--- config.mk ---
export PLATFORM = sky130hd
export DESIGN_NAME = input_signal_detect_ctrl
export DESIGN_NICKNAME = d
export VERILOG_FILES = /design/src/rtl/sigdet_pkg.sv /design/src/rtl/input_signal_detect_ctrl.sv /design/src/rtl/sigdet_channel.sv
export VERILOG_INCLUDE_DIRS = /design/src /design/src/rtl
export SDC_FILE = /design/constraint.sdc
export NUM_CORES = 1
export LEC_CHECK = 0
export ABC_AREA = 1
export BUFFER_PORTS_ARGS = -buffer_cell sky130_fd_sc_hd__buf_2
export CAP_MARGIN = 20
export CELL_PAD_IN_SITES_DETAIL_PLACEMENT = 0
export CELL_PAD_IN_SITES_GLOBAL_PLACEMENT = 2
export CORE_MARGIN = 3
export CORE_UTILIZATION = 34
export CTS_CLUSTER_DIAMETER = 100
export DETAILED_ROUTE_END_ITERATION = 12
export PLACE_DENSITY = 0.95
export SLEW_MARGIN = 20
export SYNTH_ARGS = -nofsm -noshare
export SYNTH_HDL_FRONTEND = slang
export SYNTH_SLANG_ARGS = --single-unit
--- constraint.sdc ---
create_clock -name MCLK_I -period 18.7 [get_ports MCLK_I]
set_clock_uncertainty 0.1 [all_clocks]
set_input_delay 0.935 -clock MCLK_I [delete_from_list [all_inputs] [get_ports MCLK_I]]
set_output_delay 0.935 -clock MCLK_I [all_outputs]
set_load 0.1 [all_outputs]
--- src/rtl/sigdet_cfg.svh ---
// constants of the input signal-detect control block
// assumes: 25 MHz clock, word-indexed 16-bit registers on a 32-bit bus
`ifndef SIGDET_CFG_SVH
`define SIGDET_CFG_SVH

// ----------------------------------------------------------------
// register indices (byte address is four times the index)
// ----------------------------------------------------------------
`define SD_REG_IN1L      10'h312
`define SD_REG_IN1R      10'h316
`define SD_REG_IN2L      10'h31A
`define SD_REG_IN2R      10'h31E
`define SD_REG_IN3L      10'h320
`define SD_REG_IN3R      10'h326
`define SD_REG_IN4L      10'h32A
`define SD_REG_IN4R      10'h32E
`define SD_REG_GLOBAL    10'h340
`define SD_REG_IRQ_STAT  10'h350
`define SD_REG_IRQ_MASK  10'h351
`define SD_REG_STATUS    10'h352

// ----------------------------------------------------------------
// field positions and reset values
// ----------------------------------------------------------------
`define SD_ENA_BIT       15
`define SD_THR_MSB       8
`define SD_THR_LSB       4
`define SD_HOLD_MSB      3
`define SD_HOLD_LSB      0
`define SD_THR_RST       5'h00
`define SD_THR_MAX       5'h0D
`define SD_HOLD_RST      4'h1
`define SD_HOLD_RSVD     4'h0

// ----------------------------------------------------------------
// timing
// ----------------------------------------------------------------
`define SD_STEP_MS       4
`define SD_CLK_KHZ       25000

`endif

--- src/rtl/sigdet_pkg.sv ---
// types shared by the signal-detect control block
// assumes: nothing beyond standard SystemVerilog
package sigdet_pkg;
  typedef logic [4:0] thr_code_type;
  typedef logic [3:0] hold_code_type;
  typedef logic [7:0] hold_steps_type;
  typedef logic [23:0] level_type;
endpackage

--- src/rtl/input_signal_detect_ctrl.sv ---
// input signal-detect control: registers, step divider, eight channels,
// combined detect event and interrupt
// assumes: Avalon-MM slave with waitrequest, byte addresses on ADDRESS_I,
// sample stream from the digital volume stage on the same clock
`timescale 1ns/1ps
`include "sigdet_cfg.svh"
module input_signal_detect_ctrl #(
  parameter int SAMPLE_W    = 24,
  parameter int STEP_CYCLES = `SD_STEP_MS * `SD_CLK_KHZ
) (
  input  wire logic                    MCLK_I,
  input  wire logic                    RST_I,
  // register bus
  input  wire logic [11:0]             ADDRESS_I,
  input  wire logic                    READ_I,
  input  wire logic                    WRITE_I,
  input  wire logic [31:0]             WRITEDATA_I,
  input  wire logic [3:0]              BYTEENABLE_I,
  output logic      [31:0]             READDATA_O,
  output logic                         WAITREQUEST_O,
  // sample stream, channel 0 in the low bits
  input  wire logic                    SAMPLE_VALID_I,
  input  wire logic [8*SAMPLE_W-1:0]   SAMPLE_I,
  output logic                         SAMPLE_VALID_O,
  output logic      [8*SAMPLE_W-1:0]   SAMPLE_O,
  // detect state and interrupt
  output logic      [7:0]              DETECT_O,
  output logic                         IRQ_O
);

  // ----------------------------------------------------------------
  // declarations
  // ----------------------------------------------------------------
  localparam int STEP_W = $clog2(STEP_CYCLES);
  localparam logic [STEP_W-1:0] STEP_LAST = STEP_W'(STEP_CYCLES - 1);

  // channel order: path1 L, path1 R, path2 L ... path4 R
  localparam logic [9:0] CH_IDX [8] = '{
    `SD_REG_IN1L, `SD_REG_IN1R, `SD_REG_IN2L, `SD_REG_IN2R,
    `SD_REG_IN3L, `SD_REG_IN3R, `SD_REG_IN4L, `SD_REG_IN4R
  };

  logic [7:0]                 detect_enable;
  sigdet_pkg::thr_code_type   detect_threshold_level;
  sigdet_pkg::hold_code_type  detect_hold_time;
  logic                       irq_status;
  logic                       irq_mask;
  logic                       armed;

  logic [STEP_W-1:0]          step_cnt;
  logic                       step_tick;

  logic [7:0]                 detect;
  logic [7:0]                 above;
  logic [8*SAMPLE_W-1:0]      sample_out;

  logic [9:0]                 idx;
  logic                       req;
  logic                       done;
  logic                       wr;
  logic [15:0]                rd_value;
  sigdet_pkg::thr_code_type   next_thr;
  logic                       det_any;
  logic                       event_set;
  logic                       status_clear;

  // ----------------------------------------------------------------
  // bus handshake
  // ----------------------------------------------------------------
  // word index; the two low address bits select nothing
  assign idx  = ADDRESS_I[11:2];
  assign req  = READ_I | WRITE_I;
  // the completing edge is the one where waitrequest is already low
  assign done = req & ~WAITREQUEST_O;
  assign wr   = WRITE_I & done;

  // one wait cycle per access, then release for one cycle
  always_ff @(posedge MCLK_I or posedge RST_I) begin
    if (RST_I) begin
      WAITREQUEST_O <= 1'b1;
    end else if (req && WAITREQUEST_O) begin
      WAITREQUEST_O <= 1'b0;
    end else begin
      WAITREQUEST_O <= 1'b1;
    end
  end

  // read data captured as waitrequest drops, stable at the taking edge
  always_ff @(posedge MCLK_I or posedge RST_I) begin
    if (RST_I) begin
      READDATA_O <= 32'h00000000;
    end else if (READ_I && WAITREQUEST_O) begin
      READDATA_O <= {16'h0000, rd_value};
    end
  end

  // ----------------------------------------------------------------
  // read decode
  // ----------------------------------------------------------------
  // unmapped words and unused bits read as zero
  always_comb begin
    rd_value = 16'h0000;
    for (int c = 0; c < 8; c++) begin
      if (idx == CH_IDX[c]) begin
        rd_value[`SD_ENA_BIT] = detect_enable[c];
      end
    end
    case (idx)
      `SD_REG_GLOBAL: begin
        rd_value[`SD_THR_MSB:`SD_THR_LSB]   = detect_threshold_level;
        rd_value[`SD_HOLD_MSB:`SD_HOLD_LSB] = detect_hold_time;
      end
      `SD_REG_IRQ_STAT: begin
        rd_value[0] = irq_status;
      end
      `SD_REG_IRQ_MASK: begin
        rd_value[0] = irq_mask;
      end
      `SD_REG_STATUS: begin
        rd_value = {above, detect};
      end
      default: begin
        // channel words were decoded by the loop above
      end
    endcase
  end

  // ----------------------------------------------------------------
  // per-channel enable registers
  // ----------------------------------------------------------------
  genvar g;
  generate
    for (g = 0; g < 8; g++) begin : g_ena
      // bit 15 lives in the upper byte lane
      always_ff @(posedge MCLK_I or posedge RST_I) begin
        if (RST_I) begin
          detect_enable[g] <= 1'b0;
        end else if (wr && BYTEENABLE_I[1] && idx == CH_IDX[g]) begin
          detect_enable[g] <= WRITEDATA_I[`SD_ENA_BIT];
        end
      end
    end
  endgenerate

  // ----------------------------------------------------------------
  // shared threshold and hold settings
  // ----------------------------------------------------------------
  // threshold straddles both byte lanes; merge the lanes first
  always_comb begin
    next_thr = detect_threshold_level;
    if (BYTEENABLE_I[0]) begin
      next_thr[3:0] = WRITEDATA_I[`SD_THR_LSB+3:`SD_THR_LSB];
    end
    if (BYTEENABLE_I[1]) begin
      next_thr[4] = WRITEDATA_I[`SD_THR_MSB];
    end
  end

  // reserved codes are dropped so the detector never sees them
  always_ff @(posedge MCLK_I or posedge RST_I) begin
    if (RST_I) begin
      detect_threshold_level <= `SD_THR_RST;
    end else if (wr && idx == `SD_REG_GLOBAL &&
                 next_thr <= `SD_THR_MAX) begin
      detect_threshold_level <= next_thr;
    end
  end

  always_ff @(posedge MCLK_I or posedge RST_I) begin
    if (RST_I) begin
      detect_hold_time <= `SD_HOLD_RST;
    end else if (wr && idx == `SD_REG_GLOBAL && BYTEENABLE_I[0] &&
                 WRITEDATA_I[`SD_HOLD_MSB:`SD_HOLD_LSB] != `SD_HOLD_RSVD)
    begin
      detect_hold_time <=
        WRITEDATA_I[`SD_HOLD_MSB:`SD_HOLD_LSB];
    end
  end

  // ----------------------------------------------------------------
  // 4 ms step divider
  // ----------------------------------------------------------------
  // free-running, so a hold lasts between n and n+1 steps
  always_ff @(posedge MCLK_I or posedge RST_I) begin
    if (RST_I) begin
      step_cnt  <= '0;
      step_tick <= 1'b0;
    end else if (step_cnt == STEP_LAST) begin
      step_cnt  <= '0;
      step_tick <= 1'b1;
    end else begin
      step_cnt  <= step_cnt + 1'b1;
      step_tick <= 1'b0;
    end
  end

  // ----------------------------------------------------------------
  // channels
  // ----------------------------------------------------------------
  generate
    for (g = 0; g < 8; g++) begin : g_ch
      sigdet_channel #(
        .SAMPLE_W (SAMPLE_W)
      ) u_ch (
        .clk_i       (MCLK_I),
        .rst_i       (RST_I),
        .enable_i    (detect_enable[g]),
        .valid_i     (SAMPLE_VALID_I),
        .sample_i    (SAMPLE_I[g*SAMPLE_W +: SAMPLE_W]),
        .thr_code_i  (detect_threshold_level),
        .hold_code_i (detect_hold_time),
        .step_i      (step_tick),
        .sample_o    (sample_out[g*SAMPLE_W +: SAMPLE_W]),
        .detect_o    (detect[g]),
        .above_o     (above[g])
      );
    end
  endgenerate

  // channel outputs are already flops; the valid is delayed to match
  assign SAMPLE_O = sample_out;
  assign DETECT_O = detect;

  always_ff @(posedge MCLK_I or posedge RST_I) begin
    if (RST_I) begin
      SAMPLE_VALID_O <= 1'b0;
    end else begin
      SAMPLE_VALID_O <= SAMPLE_VALID_I;
    end
  end

  // ----------------------------------------------------------------
  // combined detect event
  // ----------------------------------------------------------------
  assign det_any   = |detect;
  assign event_set = det_any & armed;

  // re-arm only once every channel has dropped its detect indication
  always_ff @(posedge MCLK_I or posedge RST_I) begin
    if (RST_I) begin
      armed <= 1'b1;
    end else if (event_set) begin
      armed <= 1'b0;
    end else if (!det_any) begin
      armed <= 1'b1;
    end
  end

  // ----------------------------------------------------------------
  // interrupt status, mask and output
  // ----------------------------------------------------------------
  assign status_clear = wr && BYTEENABLE_I[0] &&
                        idx == `SD_REG_IRQ_STAT && WRITEDATA_I[0];

  // a new event in the clearing cycle wins over the clear
  always_ff @(posedge MCLK_I or posedge RST_I) begin
    if (RST_I) begin
      irq_status <= 1'b0;
    end else begin
      irq_status <= event_set | (irq_status & ~status_clear);
    end
  end

  always_ff @(posedge MCLK_I or posedge RST_I) begin
    if (RST_I) begin
      irq_mask <= 1'b0;
    end else if (wr && BYTEENABLE_I[0] && idx == `SD_REG_IRQ_MASK) begin
      irq_mask <= WRITEDATA_I[0];
    end
  end

  // registered level; follows masked status one clock later
  always_ff @(posedge MCLK_I or posedge RST_I) begin
    if (RST_I) begin
      IRQ_O <= 1'b0;
    end else begin
      IRQ_O <= irq_status & irq_mask;
    end
  end

endmodule

--- src/rtl/sigdet_channel.sv ---
// one channel of level detection, hold timing and auto-mute
// assumes: samples are two's complement, SAMPLE_W of at least 24 bits,
// and a one-cycle step pulse every 4 ms from the parent
`timescale 1ns/1ps
module sigdet_channel #(
  parameter int SAMPLE_W = 24
) (
  input  wire logic                   clk_i,
  input  wire logic                   rst_i,
  input  wire logic                   enable_i,
  input  wire logic                   valid_i,
  input  wire logic [SAMPLE_W-1:0]    sample_i,
  input  wire sigdet_pkg::thr_code_type  thr_code_i,
  input  wire sigdet_pkg::hold_code_type hold_code_i,
  input  wire logic                   step_i,
  output logic      [SAMPLE_W-1:0]    sample_o,
  output logic                        detect_o,
  output logic                        above_o
);

  // ----------------------------------------------------------------
  // lookup tables
  // ----------------------------------------------------------------
  // threshold magnitude at 24-bit full scale
  function automatic sigdet_pkg::level_type thr_level(
    input sigdet_pkg::thr_code_type code);
    case (code)
      5'h00:   thr_level = 24'h040000;
      5'h01:   thr_level = 24'h020000;
      5'h02:   thr_level = 24'h010000;
      5'h03:   thr_level = 24'h008000;
      5'h04:   thr_level = 24'h005F96;
      5'h05:   thr_level = 24'h004000;
      5'h06:   thr_level = 24'h002FE8;
      5'h07:   thr_level = 24'h002000;
      5'h08:   thr_level = 24'h001000;
      5'h09:   thr_level = 24'h000C09;
      5'h0A:   thr_level = 24'h000800;
      5'h0B:   thr_level = 24'h000608;
      5'h0C:   thr_level = 24'h000400;
      5'h0D:   thr_level = 24'h0002FD;
      default: thr_level = 24'h040000;
    endcase
  endfunction

  // hold length in whole 4 ms steps
  function automatic sigdet_pkg::hold_steps_type hold_steps(
    input sigdet_pkg::hold_code_type code);
    case (code)
      4'hB:    hold_steps = 8'h0C;
      4'hC:    hold_steps = 8'h18;
      4'hD:    hold_steps = 8'h30;
      4'hE:    hold_steps = 8'h60;
      4'hF:    hold_steps = 8'hC0;
      4'h0:    hold_steps = 8'h01;
      default: hold_steps = {4'h0, code};
    endcase
  endfunction

  // ----------------------------------------------------------------
  // level compare
  // ----------------------------------------------------------------
  logic [SAMPLE_W-1:0]      mag;
  sigdet_pkg::level_type    lvl;
  logic                     hit;
  sigdet_pkg::hold_steps_type cnt;

  // magnitude of the post-volume sample; full negative fits unsigned
  assign mag = sample_i[SAMPLE_W-1] ? (~sample_i + 1'b1) : sample_i;
  assign lvl = mag[SAMPLE_W-1 -: 24];
  assign hit = (lvl >= thr_level(thr_code_i));

  // raw above-threshold flag, seen only while enabled
  always_ff @(posedge clk_i or posedge rst_i) begin
    if (rst_i) begin
      above_o <= 1'b0;
    end else if (!enable_i) begin
      above_o <= 1'b0;
    end else if (valid_i) begin
      above_o <= hit;
    end
  end

  // ----------------------------------------------------------------
  // hold timer and detect indication
  // ----------------------------------------------------------------
  // counting one step past the code gives the documented 4 ms window
  always_ff @(posedge clk_i or posedge rst_i) begin
    if (rst_i) begin
      detect_o <= 1'b0;
      cnt      <= 8'h00;
    end else if (!enable_i) begin
      detect_o <= 1'b0;
      cnt      <= 8'h00;
    end else if (valid_i && hit) begin
      detect_o <= 1'b1;
      cnt      <= 8'h00;
    end else if (detect_o && step_i) begin
      if (cnt == hold_steps(hold_code_i)) begin
        detect_o <= 1'b0;
        cnt      <= 8'h00;
      end else begin
        cnt <= cnt + 8'h01;
      end
    end
  end

  // mute: zero unless disabled, above now, or still inside hold
  always_ff @(posedge clk_i or posedge rst_i) begin
    if (rst_i) begin
      sample_o <= '0;
    end else if (valid_i) begin
      if (!enable_i || hit || detect_o) begin
        sample_o <= sample_i;
      end else begin
        sample_o <= '0;
      end
    end
  end

endmodule

-- After elaboration in Yosys (flattened, before gate mapping)
Memories as Yosys holds them, arrays and structs flattened.
Index checks and enable logic that the tools add are counted.
- memories: 8
- bits in read-only memories: 2432
- output and inout port bits: 235
- flip-flop bits (word level): 329
- equal/unequal tests: 51
- add/sub/neg operators: 17
- $lt $le $gt $ge: 9
- bitwise logic cells: 17
- reduce and logical (&&, ||, !) cells: 70
- multiplexer cells: 147
- memory list (memory ; words ; bits a word ; read ports ; clocked after Yosys merged registers in ; write ports ; line ; source):
    (name not given) ; 16 ; 19 ; 1 ; 0 ; 0 ; sigdet_channel.sv:27 ; case (code)
    (name not given) ; 16 ; 19 ; 1 ; 0 ; 0 ; sigdet_channel.sv:27 ;
    (name not given) ; 16 ; 19 ; 1 ; 0 ; 0 ; sigdet_channel.sv:27 ;
    (name not given) ; 16 ; 19 ; 1 ; 0 ; 0 ; sigdet_channel.sv:27 ;
    (name not given) ; 16 ; 19 ; 1 ; 0 ; 0 ; sigdet_channel.sv:27 ;
    (name not given) ; 16 ; 19 ; 1 ; 0 ; 0 ; sigdet_channel.sv:27 ;
    2 more memories ; - ; - ; - ; - ; - ; - ;
- operators with widths (kind ; number):
    24-bit two-way mux ; 24
    8-bit two-way mux ; 56
    24-bit by 1-bit adder with 24-bit output (second input constant) ; 8
    24-bit greater-or-equal comparator ; 8
    24-bit inverter ; 8
    10-bit == test (second input constant) ; 12
    8-bit by 1-bit adder with 8-bit output (second input constant) ; 8
    8-bit == test ; 8
    1-bit two-way mux ; 61
    3-bit by 1-bit inequality test with 1-bit output (second input constant) ; 16
    8-bit case mux with 6 select lines ; 1
    1-bit logical AND ; 35
    4-bit == test (second input constant) ; 5
    17-bit by 1-bit adder with 17-bit output (second input constant) ; 1
    17-bit == test (second input constant) ; 1
    17-bit two-way mux ; 1
    1-bit logical OR ; 16
    2-bit inequality test (second input constant) ; 8
    8-bit case mux with 2 select lines ; 1
    2-bit AND reduction ; 8
    1-bit logical NOT ; 8
    8-bit OR reduction ; 1
    7-bit two-way mux ; 1
    1-bit bitwise AND ; 5
    other kinds (8) ; 10

-- Depth between registers and ports, before layout
- depth after elaboration: 12
- depth in mapped cells: 23
- gate-level depth less buffers: 22

-- Modules after synthesis
Synthesis repeated with hierarchy kept, for this count alone.
- cells, all modules: 3753
- area, all modules: 26925.8 µm²
- by module, submodules not included (module ; cells each ; area each (µm²) ; times used):
    sigdet_channel (g_ch[0].u_ch ...) ; 423 ; 2985.4 ; 6
    sigdet_channel (g_ch[2].u_ch) ; 433 ; 3026.7 ; 1
    input_signal_detect_ctrl ; 360 ; 3005.4 ; 1
    sigdet_channel (g_ch[7].u_ch) ; 422 ; 2981.6 ; 1

-- Worst setup path after synthesis
OpenSTA, ideal clock, no wires.
- kind: input -> register
- start point: input SAMPLE_I[168]
- end point: register g_ch[7].u_ch.cnt[0]
- setup slack: 15.240 ns
- path buffers: 1
- arrival: 3.241 ns
- stages: 21
- path through: inv_1 ha_1 nand3_1 nor2_1 nand2_1 nor4_1 nand3_1 nand2_1 o21ai_0 xor2_1 ha_1 nand2_1 inv_1 nand4_1 o211ai_1 inv_1 nand3_2 nand2_2 buf_4 nand4_1 nand2_1
- longest elaborated chain between the ends: 7
- ends and longest elaborated chain (what ; line ; source):
    start, declared ; input_signal_detect_ctrl.sv:23 ; input wire logic [8*SAMPLE_W-1:0] SAMPLE_I,
    24-bit inverter ; sigdet_channel.sv:69 ; assign mag = sample_i[SAMPLE_W-1] ? (~sample_i + 1'b1) : sample_i;
    24-bit by 1-bit adder with 24-bit output ; sigdet_channel.sv:69 ;
    24-bit two-way mux (*) ; sigdet_channel.sv:69 ;
    24-bit greater-or-equal comparator (*) ; sigdet_channel.sv:71 ; assign hit = (lvl >= thr_level(thr_code_i));
    1-bit logical AND (*) ; sigdet_channel.sv:95 ; end else if (valid_i && hit) begin
    8-bit two-way mux ; sigdet_channel.sv:95 ;
    8-bit two-way mux ; sigdet_channel.sv:92 ; end else if (!enable_i) begin
    end signal, assigned ; sigdet_channel.sv:103 ; cnt <= cnt + 8'h01;
    end, declared ; sigdet_channel.sv:66 ; sigdet_pkg::hold_steps_type cnt;
Every way passes the cells marked *; elsewhere a longest branch is shown, timed or not.
A chain may end at the register's enable or synchronous reset.

-- Worst setup path in the final report
- start point: register detect_threshold_level[2]
- end point: register g_ch[1].u_ch.sample_o[8]
- longest elaborated chain between the ends: 6
- ends and longest elaborated chain (what ; line ; source):
    start, declared ; input_signal_detect_ctrl.sv:44 ; sigdet_pkg::thr_code_type detect_threshold_level;
    start signal, assigned ; input_signal_detect_ctrl.sv:162 ; detect_threshold_level <= `SD_THR_RST;
    start signal, assigned ; input_signal_detect_ctrl.sv:165 ; detect_threshold_level <= next_thr;
    memory read 16 x 19 bit ; - ;
    24-bit two-way mux ; sigdet_channel.sv:27 ;
    24-bit greater-or-equal comparator ; sigdet_channel.sv:71 ;
    1-bit logical OR (2 in a row) ; sigdet_channel.sv:113 ; if (!enable_i || hit || detect_o) begin
    24-bit two-way mux ; sigdet_channel.sv:113 ;
    end signal, assigned ; sigdet_channel.sv:114 ; sample_o <= sample_i;
    end, declared ; sigdet_channel.sv:16 ; output logic [SAMPLE_W-1:0] sample_o,
Every way passes these cells.

==> results.py <==
metrics = {
    "floorplan": {
        "dieHeight_um": 282,
        "io_pins": 480,
        "start_util_pct": 34.5,
        "dieArea_sq_um": 79400,
        "die_x_um": 282,
        "core.rowCount": 100,
        "core_sq_um": 74800,
    },
    "place": {
        "place_area_sq_um": 28800,
        "dpl.cell_count": 5068,
        "io_buffers": 437,
        "gp_routability_congestion": 0.864,
        "dp_hpwl_um": 67300,
        "post-place-ws_ps": 14010,
    },
    "pwr": {
        "pwr_density_cell_nw_per_um2": 80.5,
        "p_clk_share_pct": 38.0,
        "switching_share_pct": 39.6,
        "p_total_mw": 2.45,
        "cellLeakagePower_nw": 16.7,
        "power_frac_comb_pct": 29.9,
        "seqPwrFrac_pct": 32.0,
        "p_switching_mw": 0.970,
        "internal-power_mw": 1.48,
        "vdd_drop_max_mv": 0.0527,
    },
    "sta": {
        "finalCriticalPeriod_ps": 4620,
        "rsz0062_at_grt": "no",
        "worst_pin_slew_ps": 1060,
        "final-setup-viol-count": 0,
        "fin_tns_setup_ps": 0,
        "holdWs_ps": 368,
        "fin_crit_sh_pct": 24.7,
        "finalMaxSlewViolations": 0,
        "fin_ws_ps": 14080,
        "timing.fmax_ghz": 0.217,
        "hold_viol_final": 0,
        "slew_headroom_pct": 29.1,
    },
    "clocking": {
        "clock_latency_ps": 580,
        "cts_hold_buf": 0,
        "cts_sinks": 329,
        "clk_pin_slew_ps": 70,
        "ctsResizeCount": 0,
        "tritoncts": "yes",
        "cts_setup_buffers": 0,
        "cts_max_level": 2,
        "root_buffer": "clkbuf_16",
        "cts_buffers": 44,
        "clockBufferDepth": 3,
    },
    "finish": {
        "layout-area-overhead-vs-synth_pct": 17.5,
        "design_area_sq_um": 30400,
        "nNetsFinal": 4563,
        "drive_gt1_share_pct": 15.8,
        "n_fill_cell": 8054,
        "fin_cells": 5152,
        "utilization_pct": 40.6,
    },
    "setup_path": {
        "r2r-end": "g_ch[1].u_ch.sample_o[8]",
        "reg2reg_slack_ps": 14080,
        "end_kind": "flip-flop",
        "critPathKind": "reg2reg",
        "worstSetupStartpointType": "flip-flop",
        "reg2reg_depth": 16,
        "cp.required_ps": 19070,
        "reg2reg_from": "detect_threshold_level[2]",
        "crit_arrival_ps": 4990,
        "path_max_fanout": 24,
    },
    "routing": {
        "wire_per_inst_um": 17.6,
        "drtIter0Drc": 1681,
        "drtPass1Iterations": 6,
        "vias": 25298,
        "routed_wl_um": 90800,
        "route.detailed.drc": 0,
        "ant_nets": 0,
        "drt-vias-per-instance": 4.91,
    },
    "logic_synthesis": {
        "avgSynthCellArea_sq_um": 6.88,
        "synthDistinctLibCells": 55,
        "yosysWarnings": 0,
        "async_reset_ff_share_pct": 100,
        "synth_area_sq_um": 25800,
        "synthFlopType": "dfrtp_1",
        "ys_ff_latch": 329,
        "yosysSeqAreaShare_pct": 31.9,
        "netlist_instances": 3757,
        "synth_edf_count": 0,
    },
    "grt": {
        "grt_first_pass_wirelength_um": 140000,
        "grt_max_degree": 156,
        "grtUsageTotal_pct": 22.5,
        "gr-total-overflow": 0,
        "grt_pass1_vias": 24116,
        "antenna_found_initial": 12,
    },
    "worst_hold_path": {
        "hp-start": "irq_mask",
        "holdPathStages": 2,
        "hold_end": "IRQ_O",
        "hp-class": "reg2reg",
    },
    "outcome": {
        "outcome": "completed",
    },
    "flow_run": {
        "maxCapViolations": 0,
    },
}
[cells by family (layout without fill, tap and decap cells)]
group                    Yosys count  after routing  share of synthesized area [%]
other                              1             21                         0.0145
adder cells (fa/ha/maj)          173            173                           8.37
buffers and inverters            599           1005                           9.73
XOR/XNOR                         207            207                           7.01
AND/OR/NAND/NOR                 2121           2121                           35.6
multiplexers                      10             10                          0.416
AO/OA/AOI/OAI                    317            317                           6.99
flip-flops                       329            329                           31.9
[critical path, stage by stage, from the launching register on]
cell	delay, ps
dfrtp_1	600
inv_1	250
nor2_1	140
inv_1	60
o21ai_0	390
nand2_1	470
buf_4	340
ha_1	320
nand2_1	90
nor2_1	60
and3_1	180
nand3_1	70
nand4_1	460
nor2_1	280
nand2_2	400
nand2_1	190
nand2_1	70
[per-layer routing]
metal  part of all wire, %  GRT usage [%]  vias to the layer above
met5                 0.075              0                        -
met3                   7.1           5.00                      117
met4                   2.3           5.38                       12
met1                    46           30.7                    11680
li1                      -              -                    12795
met2                    45           36.4                      694
[synthesized netlist by cell type (all sizes together) (7+ instances only)]
cell type | count | area share (%)
dfrtp | 326 | 32
clkinv | 11 | 0.16
nand3b | 23 | 0.67
xnor2 | 67 | 2.3
ha | 173 | 8.4
nand4 | 126 | 3.2
a221oi | 8 | 0.27
o21a | 8 | 0.23
clkbuf | 68 | 0.99
inv | 458 | 6.7
xor2 | 140 | 4.7
a31oi | 12 | 0.29
o211ai | 19 | 0.59
or2 | 11 | 0.27
nand2 | 1253 | 19
buf | 62 | 1.9
nor4 | 18 | 0.48
o21ai | 125 | 2.5
o221ai | 7 | 0.24
a21oi | 120 | 2.3
nand3 | 269 | 5.4
nor3 | 33 | 0.68
o31ai | 8 | 0.23
nor2 | 378 | 6.0
[flip-flops by register name, indices dropped and copies added (netlist names), 4 cells and up]
| signal | count |
|---|---|
| READDATA_O | 16 |
| detect_threshold_level | 5 |
| g_ch.u_ch.sample_o | 192 |
| step_cnt | 17 |
| detect_enable | 8 |
| detect_hold_time | 4 |
| g_ch.u_ch.detect_o | 8 |
| g_ch.u_ch.above_o | 8 |
| g_ch.u_ch.cnt | 64 |
[final cells by class]
type                       count  area [sq um]  share of cell area [%]
sequential                   329          8240                    27.1
antenna                        5          12.5                  0.0412
multi-input combinational   2844         15200                    50.1
tap                          969          1210                    3.99
timing repair buffer         457          2360                    7.76
clock inverter                20           313                    1.03
inverter                     469          1770                    5.84
clock buffer                  59          1260                    4.14
[power groups by stage]
stage	combinational, mW	sequential (mW)	clock (mW)
after floorplan	0.256	1.11	0
after global placement	0.732	0.795	0
after detailed placement	0.736	0.795	0
after CTS	0.738	0.784	0.952
after global routing	0.792	0.789	0.982
final	0.732	0.784	0.930
[cell usage in the layout, fill, tap and decap left out, types with 5 or more instances in the layout]
cell       instances
inv_1            452
and3_1             6
o21a_1             8
nand4_1          120
buf_4             19
nand2_4            6
a21oi_1          118
clkbuf_16         45
or2_2              9
bufinv_16          7
clkbuf_8           9
nand3b_1          23
dfrtp_1          326
clkinv_2           5
diode_2            5
nor3_1            31
o21ai_0           98
a31oi_1           11
buf_2            436
mux2_2             6
nor2_1           336
clkbuf_1           6
o31ai_1            8
nand2_2           23
ha_1             173
nor4_1            15
xor2_1           140
nand3_1          259
o21ai_1           23
nor2_2            34
a221oi_1           8
o221ai_1           7
clkinv_1          11
nor2_4             8
nand3_2            9
nand2_1         1224
o211ai_1          17
nand4_2            6
conb_1            16
xnor2_1           67
[worst max path at each step]
stage | from | endpoint | slack [ps]
2_1_floorplan | RST_I | IRQ_O | 8560
3_3_place_gp | SAMPLE_I[27] | g_ch[1].u_ch.sample_o[10] | 14070
3_5_place_dp | SAMPLE_I[24] | g_ch[1].u_ch.sample_o[3] | 14010
4_1_cts | detect_threshold_level[2] | g_ch[1].u_ch.sample_o[21] | 14050
5_1_grt | detect_threshold_level[2] | g_ch[1].u_ch.sample_o[5] | 13670
6_report | detect_threshold_level[2] | g_ch[1].u_ch.sample_o[8] | 14080
(Power assumes the default switching activity.)
